[src/shared/fbsr_pkg.sv]
// shared constants for the four bit shift register block
package fbsr_pkg;

    // number of register stages
    localparam int STAGE_WIDTH = 4;

    // index of the last stage, which feeds the inverted output
    localparam int LAST_STAGE = STAGE_WIDTH - 1;

    // values after reset or clear
    localparam logic [STAGE_WIDTH-1:0] STAGE_RESET      = 4'h0;
    localparam logic                   LAST_N_RESET     = 1'h1;

    // taken as high so that a clock already high at release is no edge
    localparam logic                   PREV_CLOCK_RESET = 1'h1;

    // snapshot buffer shape
    localparam int SNAPSHOT_DEPTH = 16;

    // first stage serial input encodings, {set, hold_n}
    localparam logic [1:0] FIRST_SET    = 2'h3;
    localparam logic [1:0] FIRST_CLEAR  = 2'h0;
    localparam logic [1:0] FIRST_TOGGLE = 2'h2;
    localparam logic [1:0] FIRST_KEEP   = 2'h1;

    // registered state of the shift register
    typedef struct packed {
        logic [STAGE_WIDTH-1:0] stage;
        logic                   lastN;
        logic                   prevClock;
    } fbsr_state_type;

endpackage

[src/rtl/fbsr_fifo.sv]
// snapshot fifo with registered read data
`timescale 1ns/1ns
`default_nettype none
module fbsr_fifo #(
    parameter int WIDTH = 4,
    parameter int DEPTH = 16
) (
    // clock and reset
    input  wire logic             ref_clk,
    input  wire logic             rst_b,
    // fill side
    input  wire logic             inValid,
    input  wire logic [WIDTH-1:0] inData,
    output logic                  inReady,
    // drain side
    output logic                  outValid,
    output logic      [WIDTH-1:0] outData,
    input  wire logic             outReady
);
    localparam int PW = (DEPTH > 1) ? $clog2(DEPTH) : 1;
    localparam int CW = $clog2(DEPTH + 1);

    typedef struct packed {
        logic [DEPTH-1:0][WIDTH-1:0] mem;
        logic [PW-1:0]               wrPtr;
        logic [PW-1:0]               rdPtr;
        logic [CW-1:0]               count;
        logic                        inReady;
        logic [WIDTH-1:0]            outData;
        logic                        outValid;
    } fbsr_fifo_state_type;

    localparam fbsr_fifo_state_type RESET_STATE = '{
        mem: '0, wrPtr: '0, rdPtr: '0, count: '0,
        inReady: 1'h1, outData: '0, outValid: 1'h0};

    fbsr_fifo_state_type state;
    fbsr_fifo_state_type next_state;
    logic                push;
    logic                pop;

    // wraps for depths that are not a power of two
    function automatic logic [PW-1:0] ptrInc(input logic [PW-1:0] p);
        ptrInc = (p == PW'(DEPTH - 1)) ? '0 : PW'(p + 1'h1);
    endfunction

    always_comb begin
        next_state = state;
        push = inValid && state.inReady;
        pop = (state.count != '0) && (!state.outValid || outReady);
        if (state.outValid && outReady) begin
            next_state.outValid = 1'h0;
        end
        if (pop) begin
            next_state.outData = state.mem[state.rdPtr];
            next_state.outValid = 1'h1;
            next_state.rdPtr = ptrInc(state.rdPtr);
        end
        if (push) begin
            next_state.mem[state.wrPtr] = inData;
            next_state.wrPtr = ptrInc(state.wrPtr);
        end
        next_state.count = CW'(state.count + CW'(push) - CW'(pop));
        next_state.inReady = (next_state.count < CW'(DEPTH));
    end

    always_ff @(posedge ref_clk or negedge rst_b) begin
        if (!rst_b) begin
            state <= RESET_STATE;
        end else begin
            state <= next_state;
        end
    end

    assign inReady  = state.inReady;
    assign outValid = state.outValid;
    assign outData  = state.outData;

    a_fifo_full_stall: assert property (@(posedge ref_clk) disable iff (!rst_b)
        (state.count == CW'(DEPTH)) |-> !inReady)
        else $error("fifo full but still ready");
endmodule
`default_nettype wire

[src/rtl/fbsr_shift_register.sv]
// four stage shift register with parallel load and snapshot buffer
//
// Functional notes
// RQ1: two clocked modes, shift right or parallel load, chosen by parallel_load_n.
// RQ2: shift mode: each stage moves one place up, stage 0 from serial inputs.
// RQ3: load mode: parallel_in copied to all stages, serial inputs ignored.
// RQ4: serial inputs both high set stage 0, both low clear it.
// RQ5: set high with hold_n low toggles stage 0.
// RQ6: set low with hold_n high keeps stage 0 while others shift.
// RQ7: clear_n low forces all stages low at once, overriding everything.
// RQ8: last_stage_out_n is always the inverse of stage 3.
// RQ9: stages change only on a rising shift_clock edge or through clear.
// RQ10: inputs matter only at the clock edge, never between edges.
// RQ11: shift left is external wiring of outputs to lower parallel inputs.
`timescale 1ns/1ns
`default_nettype none
module fbsr_shift_register
    import fbsr_pkg::*;
#(
    parameter int SNAP_DEPTH = SNAPSHOT_DEPTH
) (
    // clock and reset
    input  wire logic                   ref_clk,
    input  wire logic                   rst_b,
    // register control
    input  wire logic                   shift_clock,
    input  wire logic                   clear_n,
    input  wire logic                   parallel_load_n,
    // data inputs
    input  wire logic [STAGE_WIDTH-1:0] parallel_in,
    input  wire logic                   first_stage_set_in,
    input  wire logic                   first_stage_hold_n,
    // register outputs
    output logic      [STAGE_WIDTH-1:0] stage_out,
    output logic                        last_stage_out_n,
    // snapshot stream
    output logic                        snapshotValid,
    output logic      [STAGE_WIDTH-1:0] snapshotData,
    input  wire logic                   snapshotReady,
    output logic                        captureReady
);
    localparam fbsr_state_type RESET_STATE = '{
        stage: STAGE_RESET, lastN: LAST_N_RESET, prevClock: PREV_CLOCK_RESET};

    fbsr_state_type state;
    fbsr_state_type next_state;
    logic           clearAll_b;
    logic           clockRise;
    logic           firstNext;
    logic           captureValid;

    // clear acts as a second asynchronous reset of the register state
    assign clearAll_b = rst_b & clear_n; // [RQ7]

    always_comb begin
        next_state = state;
        // shift_clock is a pin sampled on ref_clk; only a seen low-to-high counts
        clockRise = shift_clock && !state.prevClock; // [RQ9]
        next_state.prevClock = shift_clock;
        case ({first_stage_set_in, first_stage_hold_n})
            FIRST_SET:    firstNext = 1'h1; // [RQ4]
            FIRST_CLEAR:  firstNext = 1'h0; // [RQ4]
            FIRST_TOGGLE: firstNext = ~state.stage[0]; // [RQ5]
            FIRST_KEEP:   firstNext = state.stage[0]; // [RQ6]
            default:      firstNext = state.stage[0];
        endcase
        // inputs are looked at only in the edge cycle
        if (clockRise) begin // [RQ10]
            if (!parallel_load_n) begin // [RQ1]
                next_state.stage = parallel_in; // [RQ3]
            end else begin
                next_state.stage = {state.stage[STAGE_WIDTH-2:0], firstNext}; // [RQ2]
            end
        end
        next_state.lastN = ~next_state.stage[LAST_STAGE]; // [RQ8]
        // a snapshot is offered to the buffer whenever the register is clocked
        captureValid = clockRise && clear_n;
    end

    always_ff @(posedge ref_clk or negedge clearAll_b) begin
        if (!clearAll_b) begin
            state <= RESET_STATE; // [RQ7]
        end else begin
            state <= next_state;
        end
    end

    assign stage_out        = state.stage;
    assign last_stage_out_n = state.lastN;

    // a full buffer drops snapshots; the register itself never waits
    fbsr_fifo #(
        .WIDTH (STAGE_WIDTH),
        .DEPTH (SNAP_DEPTH)
    ) snapshotFifo (
        .ref_clk  (ref_clk),
        .rst_b    (rst_b),
        .inValid  (captureValid),
        .inData   (next_state.stage),
        .inReady  (captureReady),
        .outValid (snapshotValid),
        .outData  (snapshotData),
        .outReady (snapshotReady)
    );

    a_shift_stage_move: assert property (@(posedge ref_clk) disable iff (!clearAll_b) // [RQ2]
        (clockRise && parallel_load_n) |=>
        (stage_out[STAGE_WIDTH-1:1] == $past(stage_out[STAGE_WIDTH-2:0])))
        else $error("shift did not move stages up");

    a_load_copy_all: assert property (@(posedge ref_clk) disable iff (!clearAll_b) // [RQ3]
        (clockRise && !parallel_load_n) |=> (stage_out == $past(parallel_in)))
        else $error("parallel load mismatch");

    a_load_last_out: assert property (@(posedge ref_clk) disable iff (!clearAll_b) // [RQ8]
        (clockRise && !parallel_load_n) |=>
        (last_stage_out_n == !$past(parallel_in[LAST_STAGE])))
        else $error("inverted last stage wrong after load");

    a_first_set_clear: assert property (@(posedge ref_clk) disable iff (!clearAll_b) // [RQ4]
        (clockRise && parallel_load_n && (first_stage_set_in == first_stage_hold_n))
        |=> (stage_out[0] == $past(first_stage_set_in)))
        else $error("stage 0 not set or cleared");

    a_first_toggle: assert property (@(posedge ref_clk) disable iff (!clearAll_b) // [RQ5]
        (clockRise && parallel_load_n && first_stage_set_in && !first_stage_hold_n)
        |=> (stage_out[0] != $past(stage_out[0])))
        else $error("stage 0 did not toggle");

    a_first_keep: assert property (@(posedge ref_clk) disable iff (!clearAll_b) // [RQ6]
        (clockRise && parallel_load_n && !first_stage_set_in && first_stage_hold_n)
        |=> ($stable(stage_out[0]) && (stage_out[1] == $past(stage_out[0]))))
        else $error("stage 0 not kept");

    a_clear_force_low: assert property (@(posedge ref_clk) disable iff (!rst_b) // [RQ7]
        !clear_n |-> ((stage_out == STAGE_RESET) && last_stage_out_n))
        else $error("clear did not force stages low");

    a_last_inverse: assert property (@(posedge ref_clk) disable iff (!rst_b) // [RQ8]
        last_stage_out_n == !stage_out[LAST_STAGE])
        else $error("inverted last stage wrong");

    a_no_edge_hold: assert property (@(posedge ref_clk) disable iff (!clearAll_b) // [RQ9]
        !clockRise |=> $stable(stage_out))
        else $error("stages changed without a clock edge");

    a_mode_only_edge: assert property (@(posedge ref_clk) disable iff (!clearAll_b) // [RQ1]
        (!shift_clock ##1 shift_clock) |=>
        (stage_out == ($past(parallel_load_n) ?
            {$past(stage_out[STAGE_WIDTH-2:0]), stage_out[0]} : $past(parallel_in))))
        else $error("edge did not apply selected mode");

    // scrambled inputs away from an edge must leave the stages alone
    a_input_between_edges: assert property (@(posedge ref_clk) disable iff (!clearAll_b) // [RQ10]
        (!clockRise && ($changed(parallel_in) || $changed(parallel_load_n)))
        |=> $stable(stage_out))
        else $error("input change between edges reached the stages");

    a_snapshot_hold: assert property (@(posedge ref_clk) disable iff (!rst_b)
        (snapshotValid && !snapshotReady) |=> (snapshotValid && $stable(snapshotData)))
        else $error("snapshot changed while stalled");
endmodule
`default_nettype wire

[config.mk]
export PLATFORM = sky130hd
export DESIGN_NAME = fbsr_shift_register
export DESIGN_NICKNAME = d
export VERILOG_FILES = /design/src/shared/fbsr_pkg.sv /design/src/rtl/fbsr_fifo.sv /design/src/rtl/fbsr_shift_register.sv
export SDC_FILE = /design/constraint.sdc
export NUM_CORES = 1
export LEC_CHECK = 0
export ABC_AREA = 1
export BUFFER_PORTS_ARGS = -buffer_cell sky130_fd_sc_hd__buf_2
export CAP_MARGIN = 15
export CORE_UTILIZATION = 45
export DETAILED_ROUTE_END_ITERATION = 6
export GPL_TIMING_DRIVEN = 0
export PLACE_DENSITY = 0.65
export SLEW_MARGIN = 30
export SYNTH_ARGS = -nofsm -noshare
export SYNTH_HDL_FRONTEND = slang
export SYNTH_SLANG_ARGS = --single-unit
[constraint.sdc]
create_clock -name ref_clk -period 4.9 [get_ports ref_clk]
set_input_delay 1.47 -clock ref_clk [delete_from_list [all_inputs] [get_ports ref_clk]]
set_output_delay 1.47 -clock ref_clk [all_outputs]
set_load 0.005 [all_outputs]
==> results.cfg <==
[run_status]
status = finished, final reports clean

[synthesis]
yosys.area_share.simple_pct = 25.0
synth_edf_count = 0
async_reset_ff_share_pct = 100
synth_seq_cells = 89
synthAdderAreaFrac_pct = 3.52
synth_compound_area_share_pct = 9.91
synthFlopType = dfrtp_1
yosysMostFrequentCell = nand2_1
syn_area_um2 = 4480
synthCells = 566
synth_area_leaders = dfrtp_1 (48%), nand2_1 (15%), inv_1 (7.5%)
syn-num-nets = 590
synthXorXnorAreaFrac_pct = 1.17
ys_top_cells_by_count = nand2_1 (182), inv_1 (89), dfrtp_1 (86)
synthMuxAreaShare_pct = 0
synth.avg_cell_area_um2 = 7.92
synth_top_cell_area_share_pct = 48.0
synth_top_family_by_area = simple AND/OR/NAND/NOR gates
synth_area_leader_cell = dfrtp_1
ys_seq_area_share_pct = 49.8
ys_warn_count = 0
synth_cell_type_count = 29

[clocking]
clk_latency_ns = 0.37
clk_pin_slew_ns = 0.08
htree_levels = 3
cts_buffer_depth = 2
ctsResizeCount = 0
cts_setup_buffers = 0
cts_sinks = 89
cts_buffers = 9
cts_hold_buf = 0
cts_tree = built
cts-root-buf = clkbuf_8

[routing]
drc = 0
avgViaCountPerCell = 4.91
drt_wl_total_um = 10200
drt_iter0_drc = 207
postRouteAntennaNets = 0
wl_per_cell_um = 13.8
dr_total_vias = 3619
dr.pass1.iters = 5

[run]
cap_violations = 0

[worst_setup_path]
cp_data_arrival_time_ns = 3.75
cpLargestDelayFamily = adder cells
cpMostUsedCell = inv_1
cp_max_fo = 10
crit_type = input port to flop
path_buf_inv = 5
critical-path-max-stage-delay_ns = 0.40
slowest_stage = fa_1
cp-end-kind = flop
reg2reg_slack_ns = 1.84
required_ns = 5.16
cp_cell_sequence = buf_2 -> inv_1 -> nand2_1 -> nand2_1 -> clkinv_1 -> ha_1 -> inv_1 -> ha_1 -> fa_1 -> a21oi_1 -> o21bai_1 -> xor2_1 -> inv_1
critPathLaunchType = input port

[timing]
maxSlewViolCount = 0
tns_ns = 0
setup_ws_ns = 1.41
fmax_mhz = 286
rsz0062_at_grt = false
skew_ns = 0.0121
hold_viol_final = 0
finalSetupViolations = 0
whs_ns = 0.488
post-route-min-period_ns = 3.49
slew_headroom_pct = 59.3
tightestPinTransition_ns = 0.610
fin_crit_sh_pct = 71.3

[die]
start_util_pct = 46.1
fp.dieW_um = 102
rows = 36
die_y_um = 102
core_um2 = 9730
io_pins = 23
dieArea_um2 = 10400

[finish]
final_area_um2 = 4990
diodes = 0
area_delta_synth_final_pct = 11.4
layout.nets = 623
final_core_util_pct = 51.3
drive_gt1_share_pct = 11.4

[placed_design]
place_ws_ns = 0.998
port_buffers = 21
dp_hpwl_um = 7360
routabilityCongestion = 0.841
place_area_um2 = 4790

[global_route]
globalRoute.totalOverflow = 0
busiest_layer = met2
grt_max_degree = 57
use_met1_pct = 30.1
grt_use_met2_pct = 34.8
grt_use_total_pct = 22.3
gr-usage-met3_pct = 4.45
grt_pass1_vias = 3488
antenna_found_initial = 0
grt_first_pass_wirelength_um = 17300

[pwr]
power.leakage_nw = 2.49
max-vdd-ir-drop_mv = 0.346
p_per_area_nw_per_um2 = 527

[min_path]
hold_class = flop to flop
-- power by group --
group | switching (mW) | total [mW] | leakage (nW) | internal, mW
sequential | 0.121 | 1.05 | 1.14 | 0.928
clock | 0.272 | 0.522 | 0.0949 | 0.250
combinational | 0.675 | 1.06 | 1.25 | 0.384
-- worst min-delay path, stage by stage (launching register included) --
cell	delay, ns
dfrtp_1	0.35
nand2_1	0.06
nand2_1	0.06
-- layout by cell type, fill, tap and decap left out, types with 2 or more instances in the layout --
master / instances
nand2_1: 182
a21oi_1: 4
dfrtp_1: 86
nor2_1: 17
nand3_1: 52
o31ai_1: 2
o21ai_0: 66
o211ai_1: 4
buf_2: 27
inv_1: 89
xor2_1: 5
buf_1: 2
buf_4: 8
dfstp_2: 3
clkbuf_8: 10
o21ai_1: 3
clkbuf_1: 6
clkinv_1: 2
o21ai_2: 3
ha_1: 11
nor2_4: 5
clkinvlp_4: 3
-- stage by stage --
stage | instances | total power, mW
after floorplan | 566 | 1.82
after global placement | 720 | 2.09
after detailed placement | 721 | 2.12
after CTS | 737 | 2.65
after global routing | 737 | 2.87
final | 737 | 2.63
-- metal layers --
layer | up-vias | share of wire [%]
li1 | 1813 | -
met1 | 1698 | 47
met2 | 89 | 46
met3 | 19 | 4.5
met4 | 0 | 2.5
met5 | - | 0
-- final cells by class --
cell class | count | area [µm²]
fillers | 976 | 4740
flip-flops and latches | 89 | 2230
multi-input cells | 361 | 1780
inverters | 92 | 345
well taps | 133 | 166
repair buffers | 22 | 139
clock buffers | 10 | 138
plain buffers | 24 | 130
clock inverters | 6 | 66.3
-- cell families after synthesis --
| kind of cell | count (synthesis) |
|---|---|
| xor+xnor | 6 |
| flops | 89 |
| compound gates | 83 |
| buf+inv | 116 |
| simple gates | 260 |
| fa+ha+maj | 12 |
-- state kept, by name (all words and copies together), names as in the netlist --
name / cells
state: 1
snapshotFifo.outValid: 1
snapshotFifo.inReady: 1
snapshotFifo.outData: 4
last_stage_out_n: 1
snapshotFifo.state: 77
stage_out: 4
-- path summary, 6_finish.rpt --
check | start | to | cells after the start
worst max register to register | snapshotFifo.state[8] | snapshotFifo.state[10] | 13
worst min-delay path | snapshotFifo.outData[3] | snapshotFifo.outData[3] | 2
min in group asynchronous | rst_b | snapshotFifo.state[27] | 1
worst min register to register | snapshotFifo.outData[3] | snapshotFifo.outData[3] | 2
max in group asynchronous | rst_b | last_stage_out_n | 4
worst max-delay path | snapshotReady | snapshotFifo.state[10] | 13
(Power assumes the default switching activity.)
